## config.mk

```make
export PLATFORM = sky130hd
export DESIGN_NAME = acc_ctrl_top
export DESIGN_NICKNAME = d
export VERILOG_FILES = /design/src/hw/acc_pkg.sv /design/src/hw/acc_clk_div.sv /design/src/hw/acc_ctrl_top.sv /design/src/hw/acc_sar_step.sv
export SDC_FILE = /design/constraint.sdc
export NUM_CORES = 1
export LEC_CHECK = 0
export ABC_AREA = 1
export BUFFER_PORTS_ARGS = -buffer_cell sky130_fd_sc_hd__buf_2
export CAP_MARGIN = 20
export CORE_UTILIZATION = 55
export CTS_BUF_LIST = sky130_fd_sc_hd__clkbuf_16
export DETAILED_ROUTE_END_ITERATION = 7
export GPL_TIMING_DRIVEN = 0
export PLACE_DENSITY = 0.76
export SYNTH_ARGS = -nofsm -noshare
export SYNTH_HDL_FRONTEND = slang
export SYNTH_SLANG_ARGS = --single-unit
```

## constraint.sdc

```tcl
create_clock -name clk_sys_in -period 6.75 [get_ports clk_sys_in]
set_clock_uncertainty 0.15 [all_clocks]
set_input_delay 0.675 -clock clk_sys_in [delete_from_list [all_inputs] [get_ports clk_sys_in]]
set_output_delay 0.675 -clock clk_sys_in [all_outputs]
set_load 0.005 [all_outputs]
```

## src/hw/acc_pkg.sv

```systemverilog
// Constants and types for the continuous converter control block
//******************************************************************
//******************************************************************
package acc_pkg;
    // Register offsets
    localparam logic [7:0] OFS_RESULT  = 8'h12;
    localparam logic [7:0] OFS_CTRL    = 8'h13;
    localparam logic [7:0] OFS_IRQ_ST  = 8'h14;
    localparam logic [7:0] OFS_IRQ_EN  = 8'h15;
    localparam logic [7:0] OFS_IRQ_CLR = 8'h16;
    // Control field positions
    localparam int CTRL_DONE_BIT = 7;
    localparam int CTRL_ON_BIT   = 5;
    localparam int CHAN_W        = 4;
    // Interrupt status bit positions
    localparam int IRQ_OVERRUN   = 0;
    localparam int IRQ_SETTLED   = 1;
    localparam int IRQ_W         = 2;
    // Reset values
    localparam logic [7:0] RESULT_RST = 8'h00;
    localparam logic [3:0] CHAN_RST   = 4'h0;
    // Timing
    localparam int CLK_PERIOD_NS = 40;
    localparam int CPU_PER_ADC   = 4;
    localparam int LOAD_TICKS    = 4;
    localparam int SAR_BITS      = 8;
    localparam int CONV_TICKS    = LOAD_TICKS + SAR_BITS;

    typedef enum logic [1:0] {
        ST_OFF,
        ST_LOAD,
        ST_CONVERT
    } acc_state_t;

    // Register port request
    typedef struct packed {
        logic       wr;
        logic       rd;
        logic [7:0] addr;
        logic [7:0] wdata;
    } acc_bus_req_t;

    // Drive toward the analog front end
    typedef struct packed {
        logic        powered;
        logic        sample;
        logic [3:0]  channel;
        logic [7:0]  trial;
    } acc_analog_t;
endpackage

```

## src/hw/acc_clk_div.sv

```systemverilog
// Converter clock enable divider
`timescale 1ns/10ps
module acc_clk_div #(
    parameter int DIV = 4
) (
    input  wire logic clk_sys_in,
    input  wire logic sys_rst_in,
    input  wire logic clear_in,
    output logic      tick_out
);
    localparam int W = $clog2(DIV);
    localparam logic [W-1:0] LAST = W'(DIV - 1);

    logic [W-1:0] cnt;

    // Free count; clear aligns ticks to a fresh conversion
    always_ff @(posedge clk_sys_in or posedge sys_rst_in) begin
        if (sys_rst_in) begin
            cnt <= '0;
        end else if (clear_in || cnt == LAST) begin
            cnt <= '0;
        end else begin
            cnt <= cnt + 1'b1;
        end
    end

    assign tick_out = (cnt == LAST);

    a_tick_gap: assert property (
        @(posedge clk_sys_in) disable iff (sys_rst_in)
        tick_out |=> !tick_out [*3])
        else $error("converter tick closer than four cycles");
endmodule

```

## src/hw/acc_ctrl_top.sv

```systemverilog
// Continuous converter control: registers, sequencer, halt settling
`timescale 1ns/10ps
module acc_ctrl_top #(
    parameter int STAB_TIME_NS = 10000
) (
    input  wire logic                 clk_sys_in,
    input  wire logic                 sys_rst_in,
    input  wire acc_pkg::acc_bus_req_t bus_in,
    output logic [7:0]                rdata_out,
    input  wire logic                 halt_in,
    input  wire logic                 cmp_in,
    output acc_pkg::acc_analog_t      analog_out,
    output logic                      settled_out,
    output logic                      irq_out
);
    //**************************************************************
    // Constants
    //**************************************************************
    localparam int STAB_CYCLES =
        (STAB_TIME_NS + acc_pkg::CLK_PERIOD_NS - 1)
        / acc_pkg::CLK_PERIOD_NS;
    localparam logic [15:0] STAB_LOAD = 16'(STAB_CYCLES);
    localparam logic [3:0] PH_LAST =
        4'(acc_pkg::CONV_TICKS - 1);
    localparam logic [3:0] PH_LOAD_END =
        4'(acc_pkg::LOAD_TICKS - 1);
    localparam int CONV_LAST_CYC =
        acc_pkg::CONV_TICKS * acc_pkg::CPU_PER_ADC - 1;

    //**************************************************************
    // Declarations
    //**************************************************************
    acc_pkg::acc_state_t state;
    logic [3:0]  phase;
    logic        conv_on;
    logic [3:0]  chan;
    logic        done_flag;
    logic [acc_pkg::IRQ_W-1:0] irq_st;
    logic [acc_pkg::IRQ_W-1:0] irq_en;
    logic [acc_pkg::IRQ_W-1:0] irq_evt;
    logic [15:0] settle_cnt;
    logic        halt_q;
    logic        cmp_s1;
    logic        cmp_s2;
    logic        cmp_s3;
    logic        cmp_held;
    logic        cmp_now;
    logic        tick;
    logic        div_clear;
    logic        ctrl_wr;
    logic        res_rd;
    logic        restart;
    logic        abort;
    logic        conv_end;
    logic        sar_init;
    logic        sar_step;
    logic        wake;
    logic [7:0]  trial;
    logic [7:0]  result;
    logic [5:0]  since;

    //**************************************************************
    // Bus decode
    //**************************************************************
    function automatic logic hit(input acc_pkg::acc_bus_req_t r,
                                 input logic [7:0] ofs);
        hit = (r.addr == ofs);
    endfunction

    // Strobe qualifiers used by several processes
    assign ctrl_wr = bus_in.wr && hit(bus_in, acc_pkg::OFS_CTRL);
    assign res_rd  = bus_in.rd && hit(bus_in, acc_pkg::OFS_RESULT);
    assign restart = ctrl_wr && bus_in.wdata[acc_pkg::CTRL_ON_BIT]
                     && !halt_in;
    // Halt or any control write kills the conversion in flight
    assign abort   = ctrl_wr || halt_in;

    //**************************************************************
    // Comparator synchroniser
    //**************************************************************
    // Three stages; second and third must agree before use
    always_ff @(posedge clk_sys_in or posedge sys_rst_in) begin
        if (sys_rst_in) begin
            cmp_s1 <= 1'b0;
            cmp_s2 <= 1'b0;
            cmp_s3 <= 1'b0;
        end else begin
            cmp_s1 <= cmp_in;
            cmp_s2 <= cmp_s1;
            cmp_s3 <= cmp_s2;
        end
    end

    // Last agreed level, held through disagreement
    always_ff @(posedge clk_sys_in or posedge sys_rst_in) begin
        if (sys_rst_in) begin
            cmp_held <= 1'b0;
        end else if (cmp_s2 == cmp_s3) begin
            cmp_held <= cmp_s3;
        end
    end

    assign cmp_now = (cmp_s2 == cmp_s3) ? cmp_s3 : cmp_held;

    //**************************************************************
    // Control register
    //**************************************************************
    // Flag bit and reserved bits are never stored from a write
    always_ff @(posedge clk_sys_in or posedge sys_rst_in) begin
        if (sys_rst_in) begin
            conv_on <= 1'b0;
            chan    <= acc_pkg::CHAN_RST;
        end else if (ctrl_wr) begin
            conv_on <= bus_in.wdata[acc_pkg::CTRL_ON_BIT];
            chan    <= bus_in.wdata[acc_pkg::CHAN_W-1:0];
        end
    end

    //**************************************************************
    // Sequencer
    //**************************************************************
    // Divider held while off so each run starts on a clean tick
    assign div_clear = restart || (state == acc_pkg::ST_OFF);

    acc_clk_div #(
        .DIV (acc_pkg::CPU_PER_ADC)
    ) u_div (
        .clk_sys_in (clk_sys_in),
        .sys_rst_in (sys_rst_in),
        .clear_in   (div_clear),
        .tick_out   (tick)
    );

    assign conv_end = (state == acc_pkg::ST_CONVERT) && tick
                      && phase == PH_LAST && !abort;
    assign sar_init = (state == acc_pkg::ST_LOAD) && tick
                      && phase == PH_LOAD_END && !abort;
    assign sar_step = (state == acc_pkg::ST_CONVERT) && tick
                      && !abort;

    // Load ticks then approximation ticks, wrapping while on
    // Only halt gates the run; wait mode is not seen here
    always_ff @(posedge clk_sys_in or posedge sys_rst_in) begin
        if (sys_rst_in) begin
            state <= acc_pkg::ST_OFF;
            phase <= 4'h0;
        end else if (halt_in || (ctrl_wr && !restart)) begin
            state <= acc_pkg::ST_OFF;
            phase <= 4'h0;
        end else if (restart) begin
            state <= acc_pkg::ST_LOAD;
            phase <= 4'h0;
        end else if (state == acc_pkg::ST_OFF) begin
            if (conv_on) begin
                state <= acc_pkg::ST_LOAD;
            end
            phase <= 4'h0;
        end else if (tick) begin
            if (phase == PH_LAST) begin
                state <= acc_pkg::ST_LOAD;
                phase <= 4'h0;
            end else begin
                phase <= phase + 4'h1;
                if (phase == PH_LOAD_END) begin
                    state <= acc_pkg::ST_CONVERT;
                end
            end
        end
    end

    acc_sar_step #(
        .BITS (acc_pkg::SAR_BITS)
    ) u_sar (
        .clk_sys_in (clk_sys_in),
        .sys_rst_in (sys_rst_in),
        .init_in    (sar_init),
        .step_in    (sar_step),
        .cmp_in     (cmp_now),
        .trial_out  (trial),
        .result_out (result)
    );

    //**************************************************************
    // Done flag
    //**************************************************************
    // A finishing conversion beats a same-cycle result read
    always_ff @(posedge clk_sys_in or posedge sys_rst_in) begin
        if (sys_rst_in) begin
            done_flag <= 1'b0;
        end else if (conv_end) begin
            done_flag <= 1'b1;
        end else if (ctrl_wr || res_rd) begin
            done_flag <= 1'b0;
        end
    end

    //**************************************************************
    // Halt wake settling
    //**************************************************************
    always_ff @(posedge clk_sys_in or posedge sys_rst_in) begin
        if (sys_rst_in) begin
            halt_q <= 1'b0;
        end else begin
            halt_q <= halt_in;
        end
    end

    assign wake = halt_q && !halt_in;

    // Results taken before this runs out may be inaccurate
    always_ff @(posedge clk_sys_in or posedge sys_rst_in) begin
        if (sys_rst_in) begin
            settle_cnt <= 16'h0000;
        end else if (wake) begin
            settle_cnt <= STAB_LOAD;
        end else if (settle_cnt != 16'h0000 && !halt_in) begin
            settle_cnt <= settle_cnt - 16'h0001;
        end
    end

    assign settled_out = (settle_cnt == 16'h0000) && !halt_in;

    //**************************************************************
    // Interrupts
    //**************************************************************
    // Conversion end itself never requests; only these two do
    always_comb begin
        irq_evt = '0;
        irq_evt[acc_pkg::IRQ_OVERRUN] = conv_end && done_flag
                                        && !res_rd;
        irq_evt[acc_pkg::IRQ_SETTLED] = settle_cnt == 16'h0001
                                        && !halt_in && !wake;
    end

    // Set beats clear in the same cycle
    always_ff @(posedge clk_sys_in or posedge sys_rst_in) begin
        if (sys_rst_in) begin
            irq_st <= '0;
        end else if (bus_in.wr
                     && hit(bus_in, acc_pkg::OFS_IRQ_CLR)) begin
            irq_st <= (irq_st & ~bus_in.wdata[acc_pkg::IRQ_W-1:0])
                      | irq_evt;
        end else begin
            irq_st <= irq_st | irq_evt;
        end
    end

    always_ff @(posedge clk_sys_in or posedge sys_rst_in) begin
        if (sys_rst_in) begin
            irq_en <= '0;
        end else if (bus_in.wr && hit(bus_in, acc_pkg::OFS_IRQ_EN)) begin
            irq_en <= bus_in.wdata[acc_pkg::IRQ_W-1:0];
        end
    end

    assign irq_out = |(irq_st & irq_en);

    //**************************************************************
    // Read port
    //**************************************************************
    // Data stand one cycle after the strobe, zero otherwise
    always_ff @(posedge clk_sys_in or posedge sys_rst_in) begin
        if (sys_rst_in) begin
            rdata_out <= 8'h00;
        end else if (bus_in.rd) begin
            case (bus_in.addr)
                acc_pkg::OFS_RESULT: begin
                    rdata_out <= result;
                end
                acc_pkg::OFS_CTRL: begin
                    rdata_out <= {done_flag, 1'b0, conv_on, 1'b0,
                                  chan};
                end
                acc_pkg::OFS_IRQ_ST: begin
                    rdata_out <= {6'h00, irq_st};
                end
                acc_pkg::OFS_IRQ_EN: begin
                    rdata_out <= {6'h00, irq_en};
                end
                default: begin
                    rdata_out <= 8'h00;
                end
            endcase
        end else begin
            rdata_out <= 8'h00;
        end
    end

    //**************************************************************
    // Analog side
    //**************************************************************
    // Pins stay digital inputs too; nothing here drives them
    assign analog_out.powered = (state != acc_pkg::ST_OFF);
    assign analog_out.sample  = (state == acc_pkg::ST_LOAD);
    assign analog_out.channel = chan;
    assign analog_out.trial   = trial;

    //**************************************************************
    // Checks
    //**************************************************************
    // Cycles since the current conversion began
    always_ff @(posedge clk_sys_in or posedge sys_rst_in) begin
        if (sys_rst_in) begin
            since <= 6'h00;
        end else if (div_clear || conv_end || abort) begin
            since <= 6'h00;
        end else if (since != 6'h3F) begin
            since <= since + 6'h01;
        end
    end

    a_conv_length: assert property (
        @(posedge clk_sys_in) disable iff (sys_rst_in)
        conv_end |-> since == 6'(CONV_LAST_CYC))
        else $error("conversion not 48 cycles long");

    a_done_set: assert property (
        @(posedge clk_sys_in) disable iff (sys_rst_in)
        conv_end |=> done_flag)
        else $error("done flag not set at conversion end");

    a_result_hold: assert property (
        @(posedge clk_sys_in) disable iff (sys_rst_in)
        !conv_end |=> $stable(result))
        else $error("result moved without conversion end");

    a_write_abort: assert property (
        @(posedge clk_sys_in) disable iff (sys_rst_in)
        restart |=> state == acc_pkg::ST_LOAD && phase == 4'h0
                    && !done_flag)
        else $error("control write did not restart");

    a_read_clears: assert property (
        @(posedge clk_sys_in) disable iff (sys_rst_in)
        res_rd && !conv_end |=> !done_flag)
        else $error("result read left flag set");

    a_halt_stops: assert property (
        @(posedge clk_sys_in) disable iff (sys_rst_in)
        halt_in |=> state == acc_pkg::ST_OFF && !analog_out.powered)
        else $error("converter running in halt");

    a_runs_on: assert property (
        @(posedge clk_sys_in) disable iff (sys_rst_in)
        conv_end && !bus_in.wr ##1 !halt_in && !bus_in.wr
        |-> state == acc_pkg::ST_LOAD && phase == 4'h0)
        else $error("conversion did not repeat");

    a_reserved_zero: assert property (
        @(posedge clk_sys_in) disable iff (sys_rst_in)
        bus_in.rd && hit(bus_in, acc_pkg::OFS_CTRL)
        |=> rdata_out[6] == 1'b0 && rdata_out[4] == 1'b0)
        else $error("reserved control bit read as one");

    a_settle_wait: assert property (
        @(posedge clk_sys_in) disable iff (sys_rst_in)
        wake |=> !settled_out)
        else $error("settled right after wake");
endmodule

```

## src/hw/acc_sar_step.sv

```systemverilog
// Successive approximation step register and result holder
`timescale 1ns/10ps
module acc_sar_step #(
    parameter int BITS = 8
) (
    input  wire logic            clk_sys_in,
    input  wire logic            sys_rst_in,
    input  wire logic            init_in,
    input  wire logic            step_in,
    input  wire logic            cmp_in,
    output logic [BITS-1:0]      trial_out,
    output logic [BITS-1:0]      result_out
);
    localparam logic [BITS-1:0] TOP = {1'b1, {(BITS-1){1'b0}}};

    logic [BITS-1:0] approx;
    logic [BITS-1:0] mask;
    logic [BITS-1:0] next_code;

    // Keep the trial bit only if the input reached it
    always_comb begin
        next_code = cmp_in ? approx : (approx & ~mask);
    end

    // One bit per step, most significant first
    always_ff @(posedge clk_sys_in or posedge sys_rst_in) begin
        if (sys_rst_in) begin
            approx <= '0;
            mask   <= '0;
        end else if (init_in) begin
            approx <= TOP;
            mask   <= TOP;
        end else if (step_in && mask != '0) begin
            approx <= next_code | (mask >> 1);
            mask   <= mask >> 1;
        end
    end

    // Result moves only on the final step
    always_ff @(posedge clk_sys_in or posedge sys_rst_in) begin
        if (sys_rst_in) begin
            result_out <= '0;
        end else if (step_in && mask[0]) begin
            result_out <= next_code;
        end
    end

    assign trial_out = approx;

    a_mask_onehot: assert property (
        @(posedge clk_sys_in) disable iff (sys_rst_in)
        $onehot0(mask))
        else $error("approximation mask not one-hot");
endmodule

```

Word-level counts from Yosys, hierarchy flattened
Index checks and enable logic that the tools add are counted.
W data, S select, Z words.
{ "word_totals": {"register_bits": 71, "latchBits": 0, "ram_bits": 0, "mem_bits_ro": 0, "inputBits": 22, "out_inout_bits": 24, "word_cells": 113, "mem_count": 0} }
{ "classes": {"n_addsub": 3, "n_mul": 0, "n_div": 0, "n_lt_le_gt_ge": 0, "eq_ne": 13, "shift": 0, "n_mux": 26, "n_bitwise": 8, "reduce_logical": 45} }
{ "ops": {"columns": ["op", "count"], "rows": [
  ["$mux W8", 6],
  ["$eq A8 B5 Y1 const B", 5],
  ["$mux W16", 2],
  ["$pmux W8 S4", 1],
  ["$logic_and A1 B1 Y1", 23],
  ["$mux W4", 5],
  ["$mux W2", 9],
  ["$eq A16 B1 Y1 const B", 1],
  ["$logic_not A16 Y1", 1],
  ["$reduce_bool A16 Y1", 1],
  ["$sub A16 B1 Y16 const B", 1],
  ["$and A8 B8 Y8", 1],
  ["$not A8 Y8", 1],
  ["$or A8 B7 Y8", 1],
  ["$reduce_bool A2 Y1", 4],
  ["$reduce_bool A8 Y1", 1],
  ["$logic_not A1 Y1", 5],
  ["$logic_or A1 B1 Y1", 5],
  ["$reduce_bool A5 Y1", 1],
  ["$add A4 B1 Y4 const B", 1],
  ["$and A2 B2 Y2", 2],
  ["$eq A2 B2 Y1 const B", 2],
  ["$eq A4 B2 Y1 const B", 1],
  ["$eq A4 B4 Y1 const B", 1],
  ["11 further kinds", 14]
]} }

Depth between registers and ports, before layout
{ "depth": {"word_depth": 9, "depth_mapped": 12, "ltp_nobuf": 11} }

Modules after synthesis
Synthesis repeated with hierarchy kept, for this count alone.
{ "unflattened": {"cells_unflattened": 469, "hier_area_um2": 3801.1} }
{ "modules_own_cells": {"columns": ["module", "n_inst", "cells_per_inst", "area_each_um2", "seq_area_each_um2"], "rows": [
  ["acc_ctrl_top", 1, 321, 2576.2, 1126.1],
  ["acc_sar_step", 1, 138, 1136.1, 600.6],
  ["acc_clk_div", 1, 10, 88.8, 50.0]
]} }

Least setup slack after synthesis
OpenSTA, ideal clock, no wires.
{ "synth_timing": {"kind": "in2reg", "start": "input port bus_in[12] (netlist bit)", "end": "register u_sar.mask[1]", "setup_ps": 118, "t_arrival_ps": 1636, "required_ps": 6482, "path_slack_ps": 4847, "path_stages": 12, "n_path_buf": 1, "cell_sequence": "inv_1 -> nor2_1 -> nand2_2 -> nor2_8 -> nand2_4 -> nand2_8 -> nor2_8 -> nand2_8 -> inv_4 -> buf_6 -> nand2_2 -> nand2_1"} }
{ "synth_between": {"elab_chain_len": 7, "word_cells_on_any_way": 9, "cone_classes": "eq/ne (1); mux (1); reduce/logical (7)"} }
{ "synth_lines": {"columns": ["item", "line", "text"], "rows": [
  ["from (decl)", "acc_ctrl_top.sv:8", "input wire acc_pkg::acc_bus_req_t bus_in,"],
  ["$eq A8 B5 Y1 (*)", "acc_ctrl_top.sv:67", "hit = (r.addr == ofs);"],
  ["$logic_and A1 B1 Y1 (*)", "acc_ctrl_top.sv:71", "assign ctrl_wr = bus_in.wr && hit(bus_in, acc_pkg::OFS_CTRL);"],
  ["$logic_or A1 B1 Y1 (*)", "acc_ctrl_top.sv:76", "assign abort = ctrl_wr || halt_in;"],
  ["$logic_not A1 Y1 (*)", "acc_ctrl_top.sv:137, acc_ctrl_top.sv:139", null],
  ["$logic_and A1 B1 Y1", "acc_ctrl_top.sv:139", "&& !abort;"],
  ["$logic_and A1 B1 Y1", "acc_sar_step.sv:33", "end else if (step_in && mask != '0) begin"],
  ["$reduce_bool A2 Y1 (no line)", null, null],
  ["to (signal assigned)", "acc_sar_step.sv:35", "mask <= mask >> 1;"],
  ["to (decl)", "acc_sar_step.sv:17", "logic [BITS-1:0] mask;"]
]} }
Every way passes the cells marked *; elsewhere a longest branch is shown, timed or not.
A chain may end at the register's enable or synchronous reset.

Worst setup path after layout
{ "layout_timing": {"start": "register settle_cnt[8]", "end": "output port settled_out"} }
{ "layout_between": {"elab_chain_len": 2} }
{ "layout_lines": {"columns": ["item", "line", "text"], "rows": [
  ["from (decl)", "acc_ctrl_top.sv:41", "logic [15:0] settle_cnt;"],
  ["from (signal assigned)", "acc_ctrl_top.sv:217", "settle_cnt <= settle_cnt - 16'h0001;"],
  ["$logic_not A16 Y1", "acc_ctrl_top.sv:221", "assign settled_out = (settle_cnt == 16'h0000) && !halt_in;"],
  ["$logic_and A1 B1 Y1", "acc_ctrl_top.sv:221", null],
  ["to (decl)", "acc_ctrl_top.sv:13", "output logic settled_out,"]
]} }
No other way between the ends.

==> results.ini <==
[setup_path]
r2r_slack_ns=4.84
cp-end-kind=output port
cp_slowest_cell=dfrtp_1
worstPathMaxFanout=4
reg2reg_depth=8
worstPathArrival_ns=1.74
crit_path_start_kind=flip-flop
endpoint=settled_out
reg2reg_from=settle_cnt[0]$_DFFE_PP0P_
critical_path_depth=6
cp_top_family=simple AND/OR/NAND/NOR gates
crit_type=reg2out
path_cells=nor2_1, nand2_1, nor3_2, nand2_1, nor3_1, buf_2
r2r_end=settle_cnt[6]$_DFFE_PP0P_
crit_required_ns=5.92
worst-path-buf-inv=1
critPathMaxStageDelay_ns=0.43
crit_start=settle_cnt[8]$_DFFE_PP0P_
critPathMostFrequentCell=nand2_1

[grt]
grt_pass1_wl_mm=13.4
track_usage_pct=24.6
antenna_found_initial=0
grt_max_degree=72
gr-total-overflow=0
first_global_vias=2933

[finish]
fin_util_pct=66.5
drive_gt1_share_pct=18.1
multi_input_area_um2=1630
final_area_um2=4250
num-nets-final=526
regArea_um2=1780
fillers=539
num_antenna_cells=0
area.growth.synth_to_final_pct=16.7

[yosys]
yosys.area.top_type=dfrtp_1
syn-mean-instance-area_um2=8.17
synthDistinctLibCells=32
synth.net_count=473
synth.area.top_cells=dfrtp_1 (49%), nand2_1 (14%), inv_1 (4.7%)
synth_cells=446
ys_warn_count=0
postSynthRegisterBits=71
synth_area_um2=3640
yosysSeqAreaShare_pct=48.8
synth_top_area_share_pct=48.8

[die]
ios=46
die_w_um=83.4
die_y_um=83.4
start_util_pct=57.0
coreArea_um2=6390
die-area_um2=6950
rows=29

[place]
place_ws_ns=4.56
routabilityCongestion=0.962
post-dp-hpwl_mm=5.41
place_area_um2=3950
portBuffers=42

[power]
vdd_drop_max_uv=193
p_seq_share_pct=42.6
powerDensity_nw_per_um2=275
swShare_pct=30.0
clock_power_share_pct=40.4
p_leak_nw=2.28
share_comb_of_total_power_pct=16.9
p_int_mw=0.817
p_total_mw=1.17
switching_power_mw=0.350

[timing]
worstMarginPinSlew_ns=0.849
fmaxAchievable_ghz=0.391
maxSlewHeadroom_pct=43.4
rsz0062_at_grt=no
hold_viol=0
fin_crit_sh_pct=37.9
setup-tns-final_ns=0
fin_crit_ns=2.56
setup_violations=0
setup_slack_ns=4.19
drv_slew=0

[clock_tree]
cts_buffers=9
cts_tree=done
cts_setup_buffers=0
numClockSinks=71
clk_pin_slew_ns=0.06
clkLatencyLatePin_ns=0.33
cts_resized=0
cts-root-buf=clkbuf_16
h-tree-depth=3
clock_path_buffers=2
holdBufCountCts=0

[job]
drv_cap=0

[routing]
drt_iter0_markers=151
routed_wl_mm=7.70
firstDrtPassIters=4
via_per_inst=5.30
routedWlPerCell_um=13.3
vias=3079
ant_nets=0
post-route-drc-count=0

[run_status]
status=complete, no violations

[min_path]
min_path_type=reg2reg

-- registers in the layout, indices dropped and copies added (netlist names) --
name,cells
chan,4
cmp_held,1
cmp_s1,1
cmp_s2,1
cmp_s3,1
conv_on,1
done_flag,1
halt_q,1
irq_en,2
irq_st,2
phase,4
rdata_out,8
settle_cnt,16
state,2
u_div.cnt,2
u_sar.mask,8
u_sar.result_out,8
u_sar.trial_out,8
-- power groups by stage --
stage	clock network (mW)	registers (mW)	logic [mW]
2_1_floorplan	0	0.496	0.146
3_3_place_gp	0	0.502	0.189
3_5_place_dp	0	0.504	0.197
4_1_cts	0.479	0.497	0.199
5_1_grt	0.498	0.504	0.227
6_report	0.472	0.497	0.198
-- cells by family (layout without fill, tap and decap cells) --
family          after synthesis  count (layout)  synth area share, %
compound gates               54              54                 8.11
simple gates                252             252                 32.5
flops                        71              71                 48.8
xor+xnor                     10              10                 2.40
fa+ha+maj                     5               5                 1.72
buf+inv                      54             112                 6.53
-- through the flow --
step	instances	hold WS, ns
4_1_cts	581	0.218
3_5_place_dp	565	0.204
2_1_floorplan	446	0.181
5_1_grt	581	0.225
6_report	581	0.212
3_3_place_gp	565	0.185
-- worst min path at each step --
stage                startpoint                to  slack [ns]  cells after the start
2_1_floorplan  cmp_s1$_DFF_PP0_  cmp_s2$_DFF_PP0_        0.18                      0
3_3_place_gp   cmp_s1$_DFF_PP0_  cmp_s2$_DFF_PP0_        0.18                      0
3_5_place_dp   cmp_s1$_DFF_PP0_  cmp_s2$_DFF_PP0_        0.20                      0
4_1_cts        cmp_s1$_DFF_PP0_  cmp_s2$_DFF_PP0_        0.22                      0
5_1_grt        cmp_s1$_DFF_PP0_  cmp_s2$_DFF_PP0_        0.22                      0
6_report       cmp_s1$_DFF_PP0_  cmp_s2$_DFF_PP0_        0.21                      0
-- metal layers --
layer  track usage, %  vias to the layer above  part of all wire (%)
met2             36.4                       80                    46
li1                 -                     1544                     -
met4             11.9                        0                   2.5
met5                0                        -                     0
met1             34.7                     1436                    48
met3             4.97                       19                   4.2
-- layout make-up --
class	instances	area share [%]
Tap cell	77	2.27
Multi-Input combinational cell	321	38.3
Buffer	4	1.06
Inverter	50	4.59
Timing Repair Buffer	42	4.95
Clock inverter	7	1.71
Clock buffer	9	5.30
Sequential cell	71	41.8
-- synthesized netlist by cell type --
cell type / n
a21boi_0: 5
a21o_1: 1
a21oi_1: 10
buf_6: 4
dfrtp_1: 71
ha_1: 5
inv_1: 46
inv_2: 2
inv_4: 2
nand2_1: 131
nand2_2: 13
nand2_4: 2
nand2_8: 2
nand3_1: 29
nand3_2: 1
nand3b_1: 3
nand4_1: 8
nand4_4: 1
nor2_1: 45
nor2_2: 1
nor2_4: 1
nor2_8: 2
nor3_1: 11
nor3_2: 1
nor4_1: 1
o21ai_0: 32
o21ai_1: 2
o21ai_2: 1
o22ai_1: 1
o31ai_1: 2
xnor2_1: 6
xor2_1: 4
-- placed cells by master (no fill, tap or decap), drive strengths merged --
cell type | Yosys | final
inv | 50 | 52
o21ai | 35 | 35
nand4 | 9 | 9
xnor2 | 6 | 6
nor2 | 49 | 49
clkinvlp | 0 | 1
nand2 | 148 | 148
a21o | 1 | 1
o31ai | 2 | 2
ha | 5 | 5
o22ai | 1 | 1
nor4 | 1 | 1
nand3b | 3 | 3
xor2 | 4 | 4
a21boi | 5 | 5
nor3 | 12 | 12
nand3 | 30 | 30
a21oi | 10 | 10
buf | 4 | 46
clkbuf | 0 | 9
bufinv | 0 | 1
clkinv | 0 | 3
dfrtp | 71 | 71
Note: power is estimated with default switching activity, not from simulation.
